## config.mk

```make
export PLATFORM = sky130hd
export DESIGN_NAME = astg_gate
export DESIGN_NICKNAME = d
export VERILOG_FILES = /design/src/core/astg_pkg.sv /design/src/core/astg_gate.sv
export VERILOG_INCLUDE_DIRS = /design/src /design/src/core
export SDC_FILE = /design/constraint.sdc
export NUM_CORES = 1
export LEC_CHECK = 0
export BUFFER_PORTS_ARGS = -buffer_cell sky130_fd_sc_hd__buf_4
export CORE_ASPECT_RATIO = 1.25
export CORE_MARGIN = 2
export CORE_UTILIZATION = 32
export DETAILED_ROUTE_END_ITERATION = 8
export PLACE_DENSITY = 0.6
export SLEW_MARGIN = 20
export SYNTH_ARGS = -nofsm -noshare
export SYNTH_HDL_FRONTEND = slang
export SYNTH_SLANG_ARGS = --single-unit
```

## constraint.sdc

```tcl
create_clock -name ref_clk -period 2.4 [get_ports ref_clk]
set_input_delay 0.36 -clock ref_clk [delete_from_list [all_inputs] [get_ports ref_clk]]
set_output_delay 0.36 -clock ref_clk [all_outputs]
set_load 0.02 [all_outputs]
```

## src/core/astg_map.svh

```systemverilog
// astg_map.svh - register offsets, field positions and reset values of the
// acquisition start trigger gate.
// assumes: 32-bit classic wishbone, one aligned word per register.
`ifndef ASTG_MAP_SVH
`define ASTG_MAP_SVH

// ---------------------------------------------------------------------------
// register byte offsets
// ---------------------------------------------------------------------------
`define ASTG_OFS_CTRL      8'h00
`define ASTG_OFS_TRIG_CFG  8'h04
`define ASTG_OFS_FRM_COUNT 8'h08
`define ASTG_OFS_SW_TRIG   8'h0C
`define ASTG_OFS_STATUS    8'h10

// ---------------------------------------------------------------------------
// field positions
// ---------------------------------------------------------------------------
`define ASTG_CTRL_SEL_BIT    0
`define ASTG_CTRL_SINGLE_BIT 1
`define ASTG_CFG_MODE_BIT    0
`define ASTG_CFG_SRC_LSB     1
`define ASTG_CFG_EDGE_BIT    3
`define ASTG_SW_FIRE_BIT     0

// ---------------------------------------------------------------------------
// reset values and limits
// ---------------------------------------------------------------------------
`define ASTG_RST_FRM_COUNT 8'h01
`define ASTG_FRM_COUNT_MIN 8'h01

`endif

```

## src/core/astg_pkg.sv

```systemverilog
// astg_pkg.sv - types shared by the acquisition start trigger gate.
// assumes: source and state codes are set here; the register map supplies offsets and fields.
package astg_pkg;

    // trigger source selection
    typedef enum logic [1:0] {
        ASTG_SRC_SOFT  = 2'h0,
        ASTG_SRC_LINE1 = 2'h1,
        ASTG_SRC_LINE2 = 2'h2
    } astg_src_t;

    // per-trigger settings: mode, source, edge
    typedef struct packed {
        logic falling;
        astg_src_t src;
        logic mode_on;
    } astg_trig_cfg_t;

    // gate states, gray along waiting -> active
    typedef enum logic [1:0] {
        ASTG_WAIT_ACQ   = 2'h0,
        ASTG_WAIT_FRAME = 2'h1
    } astg_state_t;

    // block status seen by software and pins
    typedef struct packed {
        logic [7:0] burst_cnt;
        logic wait_frame;
        logic wait_acq;
    } astg_status_t;

endpackage

```

## src/core/astg_gate.sv

```systemverilog
// astg_gate.sv - acquisition start trigger gate in front of frame start.
// assumes: one 250 MHz clock, wishbone master on the same clock,
// trigger lines asynchronous, internal frame request on ref_clk.
//
// Operation
// enabled gate starts waiting, discards frame triggers
// acquisition trigger opens frame triggers, one exposure each
// count accepted frames, return at programmed burst
// host must give fresh acquisition trigger afterward
// two-valued enable; burst return only when on
// enable off: acquisition starts generated internally
// software command counts as one acquisition trigger
// line one or two sourced triggers
// rising or falling edge select per trigger
// burst length only 1 through 255
// single frame mode: one frame, burst ignored
// host should choose continuous mode when enabled
// separate settings per trigger, selector picks target
// discarded triggers don't count; cleared each burst
//
// The Wishbone register port and the placing of the registers were chosen for this implementation.
`timescale 1ns/1ps

`include "astg_map.svh"

module astg_gate
    import astg_pkg::*;
(
    input wire logic ref_clk,          // 250 MHz
    input wire logic sys_rst,          // async, active high
    // classic wishbone slave
    input wire logic wb_cyc_i,
    input wire logic wb_stb_i,
    input wire logic wb_we_i,
    input wire logic [7:0] wb_adr_i,
    input wire logic [3:0] wb_sel_i,
    input wire logic [31:0] wb_dat_i,
    output logic [31:0] wb_dat_o,
    output logic wb_ack_o,
    // trigger input pins
    input wire logic line1_in,
    input wire logic line2_in,
    // internal frame request when frame triggering is off
    input wire logic int_frame_req,
    // results
    output logic exposure_start,
    output logic frame_discard,
    output logic acq_waiting
);

    // -----------------------------------------------------------------------
    // decode helpers
    // -----------------------------------------------------------------------

    // one trigger's event from its source and edge setting
    function automatic logic trig_hit(input astg_trig_cfg_t cfg, input logic sw,
                                      input logic [1:0] rise, input logic [1:0] fall);
        logic [1:0] edg;
        edg = cfg.falling ? fall : rise;
        case (cfg.src)
            ASTG_SRC_SOFT: trig_hit = sw;
            ASTG_SRC_LINE1: trig_hit = edg[0];
            ASTG_SRC_LINE2: trig_hit = edg[1];
            default: trig_hit = 1'b0;
        endcase
    endfunction

    // settings word from the bus, low lane
    function automatic astg_trig_cfg_t cfg_from_bus(input logic [31:0] d);
        astg_trig_cfg_t c;
        c.mode_on = d[`ASTG_CFG_MODE_BIT];
        c.src = astg_src_t'(d[`ASTG_CFG_SRC_LSB +: 2]);
        c.falling = d[`ASTG_CFG_EDGE_BIT];
        cfg_from_bus = c;
    endfunction

    // -----------------------------------------------------------------------
    // declarations
    // -----------------------------------------------------------------------
    logic ack_q;                   // bus answer flag
    logic [31:0] rdata_q;          // captured read word
    logic wr_go;                   // write takes effect this edge
    logic sel_frame_q;             // selector: 0 acquisition, 1 frame
    logic single_q;                // acquisition mode single frame
    astg_trig_cfg_t acq_cfg_q;     // acquisition start settings
    astg_trig_cfg_t frm_cfg_q;     // frame start settings
    astg_trig_cfg_t sel_cfg;       // settings the selector names
    logic [7:0] burst_len_q;       // frames per burst
    logic sw_acq_q;                // software acquisition pulse
    logic sw_frm_q;                // software frame pulse
    logic [1:0] line_raw;          // pins as a vector
    logic [1:0] sync1_q;           // first synchroniser stage
    logic [1:0] sync2_q;           // second synchroniser stage
    logic [1:0] line_prev_q;       // delayed for edge finding
    logic [1:0] line_rise;         // rising edges, one cycle
    logic [1:0] line_fall;         // falling edges, one cycle
    logic acq_hit;                 // external acquisition trigger
    logic frm_hit;                 // frame trigger from any source
    logic acq_on_prev_q;           // enable seen last cycle
    astg_state_t state_q;          // gate state
    logic [7:0] cnt_q;             // accepted frames in burst
    logic [7:0] burst_limit;       // effective burst length
    logic accept;                  // frame trigger taken
    logic burst_done;              // last frame of burst
    astg_status_t status;          // status word

    // -----------------------------------------------------------------------
    // wishbone slave
    // -----------------------------------------------------------------------

    // answer one cycle after request, drop the cycle after
    always_ff @(posedge ref_clk or posedge sys_rst) begin
        if (sys_rst) begin
            ack_q <= 1'b0;
        end else begin
            ack_q <= wb_cyc_i & wb_stb_i & ~ack_q;
        end
    end

    // write lands on the edge where the master sees ack
    assign wr_go = wb_cyc_i & wb_stb_i & wb_we_i & ack_q & wb_sel_i[0];

    assign wb_ack_o = ack_q;

    // selector names which bank the bus sees
    assign sel_cfg = sel_frame_q ? frm_cfg_q : acq_cfg_q;

    // read word captured with ack; unmapped reads as zero
    always_ff @(posedge ref_clk or posedge sys_rst) begin
        if (sys_rst) begin
            rdata_q <= 32'h0;
        end else if (wb_cyc_i & wb_stb_i & ~ack_q) begin
            rdata_q <= 32'h0;
            case (wb_adr_i)
                `ASTG_OFS_CTRL: begin
                    rdata_q[`ASTG_CTRL_SEL_BIT] <= sel_frame_q;
                    rdata_q[`ASTG_CTRL_SINGLE_BIT] <= single_q;
                end
                `ASTG_OFS_TRIG_CFG: begin
                    rdata_q[`ASTG_CFG_MODE_BIT] <= sel_cfg.mode_on;
                    rdata_q[`ASTG_CFG_SRC_LSB +: 2] <= sel_cfg.src;
                    rdata_q[`ASTG_CFG_EDGE_BIT] <= sel_cfg.falling;
                end
                `ASTG_OFS_FRM_COUNT: begin
                    rdata_q[7:0] <= burst_len_q;
                end
                `ASTG_OFS_STATUS: begin
                    rdata_q[9:0] <= status;
                end
                default: begin
                    rdata_q <= 32'h0;
                end
            endcase
        end
    end

    assign wb_dat_o = rdata_q;

    // -----------------------------------------------------------------------
    // control registers
    // -----------------------------------------------------------------------

    // selector and acquisition mode
    always_ff @(posedge ref_clk or posedge sys_rst) begin
        if (sys_rst) begin
            sel_frame_q <= 1'b0;
            single_q <= 1'b0;
        end else if (wr_go && wb_adr_i == `ASTG_OFS_CTRL) begin
            sel_frame_q <= wb_dat_i[`ASTG_CTRL_SEL_BIT];
            single_q <= wb_dat_i[`ASTG_CTRL_SINGLE_BIT];
        end
    end

    // settings write goes only to the selected bank
    always_ff @(posedge ref_clk or posedge sys_rst) begin
        if (sys_rst) begin
            acq_cfg_q <= '0;
            frm_cfg_q <= '0;
        end else if (wr_go && wb_adr_i == `ASTG_OFS_TRIG_CFG) begin
            // a source code outside the list would never fire
            if (sel_frame_q) begin
                frm_cfg_q <= cfg_from_bus(wb_dat_i);
            end else begin
                acq_cfg_q <= cfg_from_bus(wb_dat_i);
            end
        end
    end

    // burst length: zero is refused, old value kept
    always_ff @(posedge ref_clk or posedge sys_rst) begin
        if (sys_rst) begin
            burst_len_q <= `ASTG_RST_FRM_COUNT;
        end else if (wr_go && wb_adr_i == `ASTG_OFS_FRM_COUNT) begin
            if (wb_dat_i[7:0] >= `ASTG_FRM_COUNT_MIN) begin
                burst_len_q <= wb_dat_i[7:0];
            end
        end
    end

    // software command, routed by the selector
    always_ff @(posedge ref_clk or posedge sys_rst) begin
        if (sys_rst) begin
            sw_acq_q <= 1'b0;
            sw_frm_q <= 1'b0;
        end else begin
            sw_acq_q <= wr_go && wb_adr_i == `ASTG_OFS_SW_TRIG
                        && wb_dat_i[`ASTG_SW_FIRE_BIT] && !sel_frame_q;
            sw_frm_q <= wr_go && wb_adr_i == `ASTG_OFS_SW_TRIG
                        && wb_dat_i[`ASTG_SW_FIRE_BIT] && sel_frame_q;
        end
    end

    // -----------------------------------------------------------------------
    // input lines
    // -----------------------------------------------------------------------
    assign line_raw = {line2_in, line1_in};

    // two-flop synchroniser and edge finder per line
    genvar gi;
    generate
        for (gi = 0; gi < 2; gi++) begin : g_line
            // stage one is read by stage two only
            always_ff @(posedge ref_clk or posedge sys_rst) begin
                if (sys_rst) begin
                    sync1_q[gi] <= 1'b0;
                    sync2_q[gi] <= 1'b0;
                    line_prev_q[gi] <= 1'b0;
                end else begin
                    sync1_q[gi] <= line_raw[gi];
                    sync2_q[gi] <= sync1_q[gi];
                    line_prev_q[gi] <= sync2_q[gi];
                end
            end
            // both edges, picked later by setting
            assign line_rise[gi] = sync2_q[gi] & ~line_prev_q[gi];
            assign line_fall[gi] = ~sync2_q[gi] & line_prev_q[gi];
        end
    endgenerate

    // -----------------------------------------------------------------------
    // trigger events
    // -----------------------------------------------------------------------

    // acquisition trigger from its own source and edge
    assign acq_hit = trig_hit(acq_cfg_q, sw_acq_q, line_rise, line_fall);

    // frame trigger: own source when on, internal request when off
    assign frm_hit = frm_cfg_q.mode_on ?
                     trig_hit(frm_cfg_q, sw_frm_q, line_rise, line_fall) :
                     int_frame_req;

    // single frame caps burst at one
    assign burst_limit = single_q ? 8'h01 : burst_len_q;

    // frame triggers pass only while waiting for frames
    assign accept = frm_hit && state_q == ASTG_WAIT_FRAME;

    // burst return only with the enable on
    assign burst_done = accept && acq_cfg_q.mode_on && (cnt_q + 8'h01 == burst_limit);

    // -----------------------------------------------------------------------
    // gate state
    // -----------------------------------------------------------------------

    // enable edge history, restarts the wait when turned on
    always_ff @(posedge ref_clk or posedge sys_rst) begin
        if (sys_rst) begin
            acq_on_prev_q <= 1'b0;
        end else begin
            acq_on_prev_q <= acq_cfg_q.mode_on;
        end
    end

    // acquisition status machine
    always_ff @(posedge ref_clk or posedge sys_rst) begin
        if (sys_rst) begin
            state_q <= ASTG_WAIT_ACQ;
        end else if (acq_cfg_q.mode_on && !acq_on_prev_q) begin
            // enabling puts the gate back to waiting
            state_q <= ASTG_WAIT_ACQ;
        end else begin
            case (state_q)
                ASTG_WAIT_ACQ: begin
                    // with enable off the start is internal
                    if (!acq_cfg_q.mode_on) begin
                        state_q <= ASTG_WAIT_FRAME;
                    // external start opens the frame gate
                    end else if (acq_hit) begin
                        state_q <= ASTG_WAIT_FRAME;
                    end
                end
                ASTG_WAIT_FRAME: begin
                    // burst complete, wait for next start
                    if (burst_done) begin
                        state_q <= ASTG_WAIT_ACQ;
                    end
                end
                default: begin
                    state_q <= ASTG_WAIT_ACQ;
                end
            endcase
        end
    end

    // burst counter: only accepted frames, cleared per burst
    always_ff @(posedge ref_clk or posedge sys_rst) begin
        if (sys_rst) begin
            cnt_q <= 8'h00;
        end else if (state_q == ASTG_WAIT_ACQ) begin
            // held at zero until a new burst begins
            cnt_q <= 8'h00;
        end else if (burst_done) begin
            cnt_q <= 8'h00;
        end else if (accept && acq_cfg_q.mode_on) begin
            cnt_q <= cnt_q + 8'h01;
        end
    end

    // -----------------------------------------------------------------------
    // outputs
    // -----------------------------------------------------------------------

    // one exposure per accepted frame trigger
    always_ff @(posedge ref_clk or posedge sys_rst) begin
        if (sys_rst) begin
            exposure_start <= 1'b0;
            frame_discard <= 1'b0;
        end else begin
            exposure_start <= accept;
            // triggers while waiting are dropped
            frame_discard <= frm_hit && state_q == ASTG_WAIT_ACQ;
        end
    end

    // status assembled from state and counter
    assign status.wait_acq = state_q == ASTG_WAIT_ACQ;
    assign status.wait_frame = state_q == ASTG_WAIT_FRAME;
    assign status.burst_cnt = cnt_q;

    // waiting flag straight from the state register
    assign acq_waiting = status.wait_acq;

endmodule // astg_gate

```

# After elaboration in Yosys (flattened, before gate mapping)
# Cells that the tools add are included.
# op_classes
mul	0
n_bitwise	15
addsub	1
shifts	0
mux	19
n_eq_ne	12
n_lt_le_gt_ge	1
reduce_logical	23
div	0
# ops
operator	count
$mux 8	4
$eq 8x4->1 const B	2
$mux 2	7
$logic_and 1x1->1	12
$and 1x1->1	9
$add 8x1->8 const B	1
$eq 8x3->1 const B	1
$eq 8x5->1 const B	1
$eq 8x8->1	1
$ge 8x1->1 const B	1
$logic_not 8->1	1
$pmux 2 s4	1
$pmux 4 s2	1
$reduce_and 2->1	4
$eq 2x1->1 const B	3
$logic_not 2->1	3
$not 1->1	6
$pmux 1 s3	2
$pmux 2 s3	1
$eq 2x2->1 const B	2
$mux 4	1
$ne 4x2->1 const B	1
$pmux 2 s2	1
$ne 3x2->1 const B	1
3 further kinds	4
# totals
latch_bits	0
memories	0
register_bits	50
output_inout_bits	36
mem_bits_ro	0
wordCells	95
in_bits	52
mem_bits_rw	0

# Longest topological paths before layout
# logic_depth
depth_word	11
ltp_mapped	8

# Worst setup path before layout
# No wires, ideal clock.
# synth_timing
path_type	input-to-reg
from	in wb_adr_i[6]
to	reg frm_cfg_q[0] (netlist name)
setup_ps	125
slack_ps	329
arrival_ps	1946
t_required_ps	2275
stages	6
cell_sequence	nor3_2 -> nand2_2 -> or4b_4 -> buf_6 -> or3_4 -> mux2_4
# synth_via
elab_chain_cells	3
# synth_rtl
item	line_no	text
start: declaration	astg_gate.sv:35	input wire logic [7:0] wb_adr_i,
$eq 8x3->1	-	
$logic_and 1x1->1 (no line)	-	
$reduce_and 2->1 (no line)	-	
end signal: assignment	astg_gate.sv:182	frm_cfg_q <= cfg_from_bus(wb_dat_i);
end: declaration	astg_gate.sv:86	astg_trig_cfg_t frm_cfg_q;
# No other way between the ends.
# A chain may end at the register's enable or synchronous reset.

# Worst setup path after layout
# layout_timing
from	reg single_q
to	reg state_q[0]
# layout_via
elab_chain_cells	5
# layout_rtl
item	line_no	text
start: declaration	astg_gate.sv:84	logic single_q;
start signal: assignment	astg_gate.sv:170	single_q <= wb_dat_i[`ASTG_CTRL_SINGLE_BIT];
$mux 8	astg_gate.sv:253	assign burst_limit = single_q ? 8'h01 : burst_len_q;
$eq 8x8->1	astg_gate.sv:259	assign burst_done = accept && acq_cfg_q.mode_on && (cnt_q + 8'h01 == burst_limit);
$logic_and 1x1->1	astg_gate.sv:259	
$ne 3x2->1 (no line)	-	
$reduce_and 2->1 (no line)	-	
end signal: assignment	astg_gate.sv:277	state_q <= ASTG_WAIT_ACQ;
end signal: assignment	astg_gate.sv:280	state_q <= ASTG_WAIT_ACQ;
end signal: assignment	astg_gate.sv:286	state_q <= ASTG_WAIT_FRAME;
end: declaration	astg_gate.sv:100	astg_state_t state_q;
# No other way between the ends.

==> flow_summary.json <==
{
  "outcome": "complete, no violations",
  "core-area_um2": 8610,
  "p_leak_nw": 1.50,
  "holdWs_ps": 157,
  "setup-violations-final": 0,
  "cpPeakStageDelay_ps": 500,
  "synth_edf_count": 0,
  "cp-start-kind": "flip-flop",
  "peakVddDrop_uv": 301,
  "grt_pass1_vias": 2092,
  "via_per_inst": 4.87,
  "fin_util_pct": 38.0,
  "syn_area_um2": 2800,
  "num_vias": 2173,
  "rsz0062_at_grt": "false",
  "synth_top_area_share_pct": 42.9,
  "cp_cell_sequence": "nor2b_1 -> xor2_1 -> or3_1 -> a2111o_1 -> nor2_1 -> a22oi_1",
  "ios": 88,
  "dp_hpwl_um": 4550,
  "cts_tree": "yes",
  "hold_viol_final": 0,
  "overflow": 0,
  "fmax_mhz": 459,
  "clock_skew_ps": 5.09,
  "cp_data_arrival_time_ps": 2360,
  "worstPathRequired_ps": 2580,
  "seq_area_frac_synth_pct": 43.8,
  "slew_headroom_pct": 57.5,
  "die-width_um": 87.7,
  "wl_per_cell_um": 13.6,
  "crit_buf_inv": 0,
  "die_y_um": 109,
  "ys_types": 65,
  "first_iter_violations": 113,
  "setup_tns_ps": 0,
  "power.density_nw_per_um2": 474,
  "layout-drive-gt1-share_pct": 26.7,
  "final.fill_count": 870,
  "final_area_um2": 3270,
  "async_reset_ff_share_pct": 100,
  "crit_path_max_fanout": 7,
  "yosysMostFrequentCell": "dfrtp_1",
  "grt_max_degree": 50,
  "clkTransAtPathRegs_ps": 90,
  "final_nets": 378,
  "clock-sinks": 49,
  "worstSetupEndpointType": "flip-flop",
  "cts_setup_buffers": 0,
  "synthTopCellsByArea": "dfrtp_1 (43%), buf_4 (5.9%), mux2_2 (5.6%)",
  "grt_pass1_wl_um": 10100,
  "drv_cap": 0,
  "tightest_slew_ps": 638,
  "clk_latency_ps": 300,
  "wl_um": 6050,
  "antennaDiodeCount": 0,
  "place_area_um2": 3170,
  "syn_inst": 283,
  "die_area_um2": 9520,
  "cts_root_buffer": "clkbuf_8",
  "syn_to_final_growth_pct": 16.9,
  "crit_slowest_cell": "a2111o_1",
  "initial_core_util_pct": 32.6,
  "critPathTopFamily": "simple AND/OR/NAND/NOR gates",
  "worstSetupPathType": "reg -> reg",
  "antenna_found_initial": 0,
  "clock_path_buffers": 2,
  "grt_util_all_layers_pct": 13.6,
  "cts_hold_buf": 0,
  "cts_max_level": 2,
  "hold_class": "in -> reg",
  "first_pass_iters": 4,
  "io_buffers": 38,
  "ys.flop_type": "dfrtp_1",
  "cts-buffers-inserted": 5,
  "period_share_pct": 90.9,
  "num_rows": 38,
  "slew_violations": 0,
  "postSynthAreaPerCell_um2": 9.90,
  "synthTopCellsByCount": "dfrtp_1 (48), nand2_1 (29), buf_4 (22)",
  "yosysWarningCount": 0,
  "drcViolationCount": 0,
  "place_congestion": 0.840,
  "period_minus_slack_ps": 2180,
  "cts_resized": 0,
  "ant_nets": 0,
  "synth_seq_cells": 49,
  "synth.largest_area_cell": "dfrtp_1",
  "total_power_mw": 1.55
}
## registers in the layout, summed over array words and instances, names as in the netlist
signal	count
wb_dat_o	10
burst_len_q	8
cnt_q	8
acq_cfg_q	4
frm_cfg_q	4
line_prev_q	2
sync1_q	2
sync2_q	2
acq_on_prev_q	1
exposure_start	1
frame_discard	1
sel_frame_q	1
single_q	1
state_q	1
sw_acq_q	1
sw_frm_q	1
wb_ack_o	1
## power breakdown
group,internal [mW],total (mW),switching [mW],leakage (nW)
logic,0.0417,0.122,0.0802,0.786
clock network,0.310,0.592,0.282,0.0552
registers,0.833,0.838,0.00559,0.659
## worst reg2reg max path: stages (launching register included)
cell and delay, ps:
dfrtp_1 470, nor2b_1 260, xor2_1 110, or3_1 370, a2111o_1 500, nor2_1 230, a22oi_1 130
## path summary, 6_finish.rpt
check	depth (start not counted)	start	slack [ps]	endpoint
worst max-delay path	6	single_q$_DFFE_PP0P_	220	state_q[0]$_DFFE_PP0P_
min in group asynchronous	3	sys_rst	220	sw_acq_q$_DFF_PP0_
worst min register to register	0	sync1_q[1]$_DFF_PP0_	360	sync2_q[1]$_DFF_PP0_
worst max register to register	6	single_q$_DFFE_PP0P_	220	state_q[0]$_DFFE_PP0P_
worst min-delay path	1	line2_in	160	sync1_q[1]$_DFF_PP0_
max in group asynchronous	3	sys_rst	1750	burst_len_q[2]$_DFFE_PP0P_
## placed cells by master (no fill, tap or decap), drive strengths merged, types with 3 or more instances in the layout
cell	synthesis	routed
or2	3	3
dfrtp	48	48
conb	1	22
inv	10	10
nand3	11	11
mux2	18	18
and2	5	5
nand2	30	30
a22oi	5	5
and3	4	4
buf	27	48
nor2	19	19
o21ai	14	14
xnor2	5	5
nor3b	3	3
or3	4	4
a21oi	5	5
nor2b	7	7
o221ai	4	4
mux2i	6	6
clkbuf	7	6
nor3	5	5
## area by class of cell
type / count / area (um^2) / share of cell area (%)
clock buffers: 6 / 72.6 / 2.22
well taps: 120 / 150 / 4.59
repair buffers: 48 / 360 / 11.0
multi-input cells: 211 / 1390 / 42.5
inverters: 10 / 37.5 / 1.15
clock inverters: 2 / 35.0 / 1.07
flip-flops and latches: 49 / 1230 / 37.5
## through the flow
| stage | setup slack (ps) | instances |
|---|---|---|
| 6_report | 219 | 446 |
| 5_1_grt | 87.9 | 446 |
| 4_1_cts | 220 | 446 |
| 3_5_place_dp | 216 | 438 |
| 3_3_place_gp | 213 | 438 |
| 2_1_floorplan | 329 | 304 |
## logic make-up (layout without fill, tap and decap cells)
logic type | Yosys count | after routing | share of synthesized area [%]
AOI/OAI and AO/OA | 50 | 50 | 12.6
xor gates and xnor gates | 7 | 7 | 2.68
adders and majority gates | 2 | 2 | 0.804
buffers and inverters | 44 | 66 | 9.33
DFF | 49 | 49 | 43.8
muxes | 24 | 24 | 9.92
other | 1 | 22 | 0.134
and+or+nand+nor | 106 | 106 | 20.7
## layer usage
| layer | share of wire, % | GRT usage (%) |
|---|---|---|
| met5 | 0 | 0 |
| met4 | 1.7 | 4.84 |
| met3 | 3.1 | 2.80 |
| met2 | 53 | 24.1 |
| met1 | 42 | 16.2 |
(Power assumes the default switching activity.)
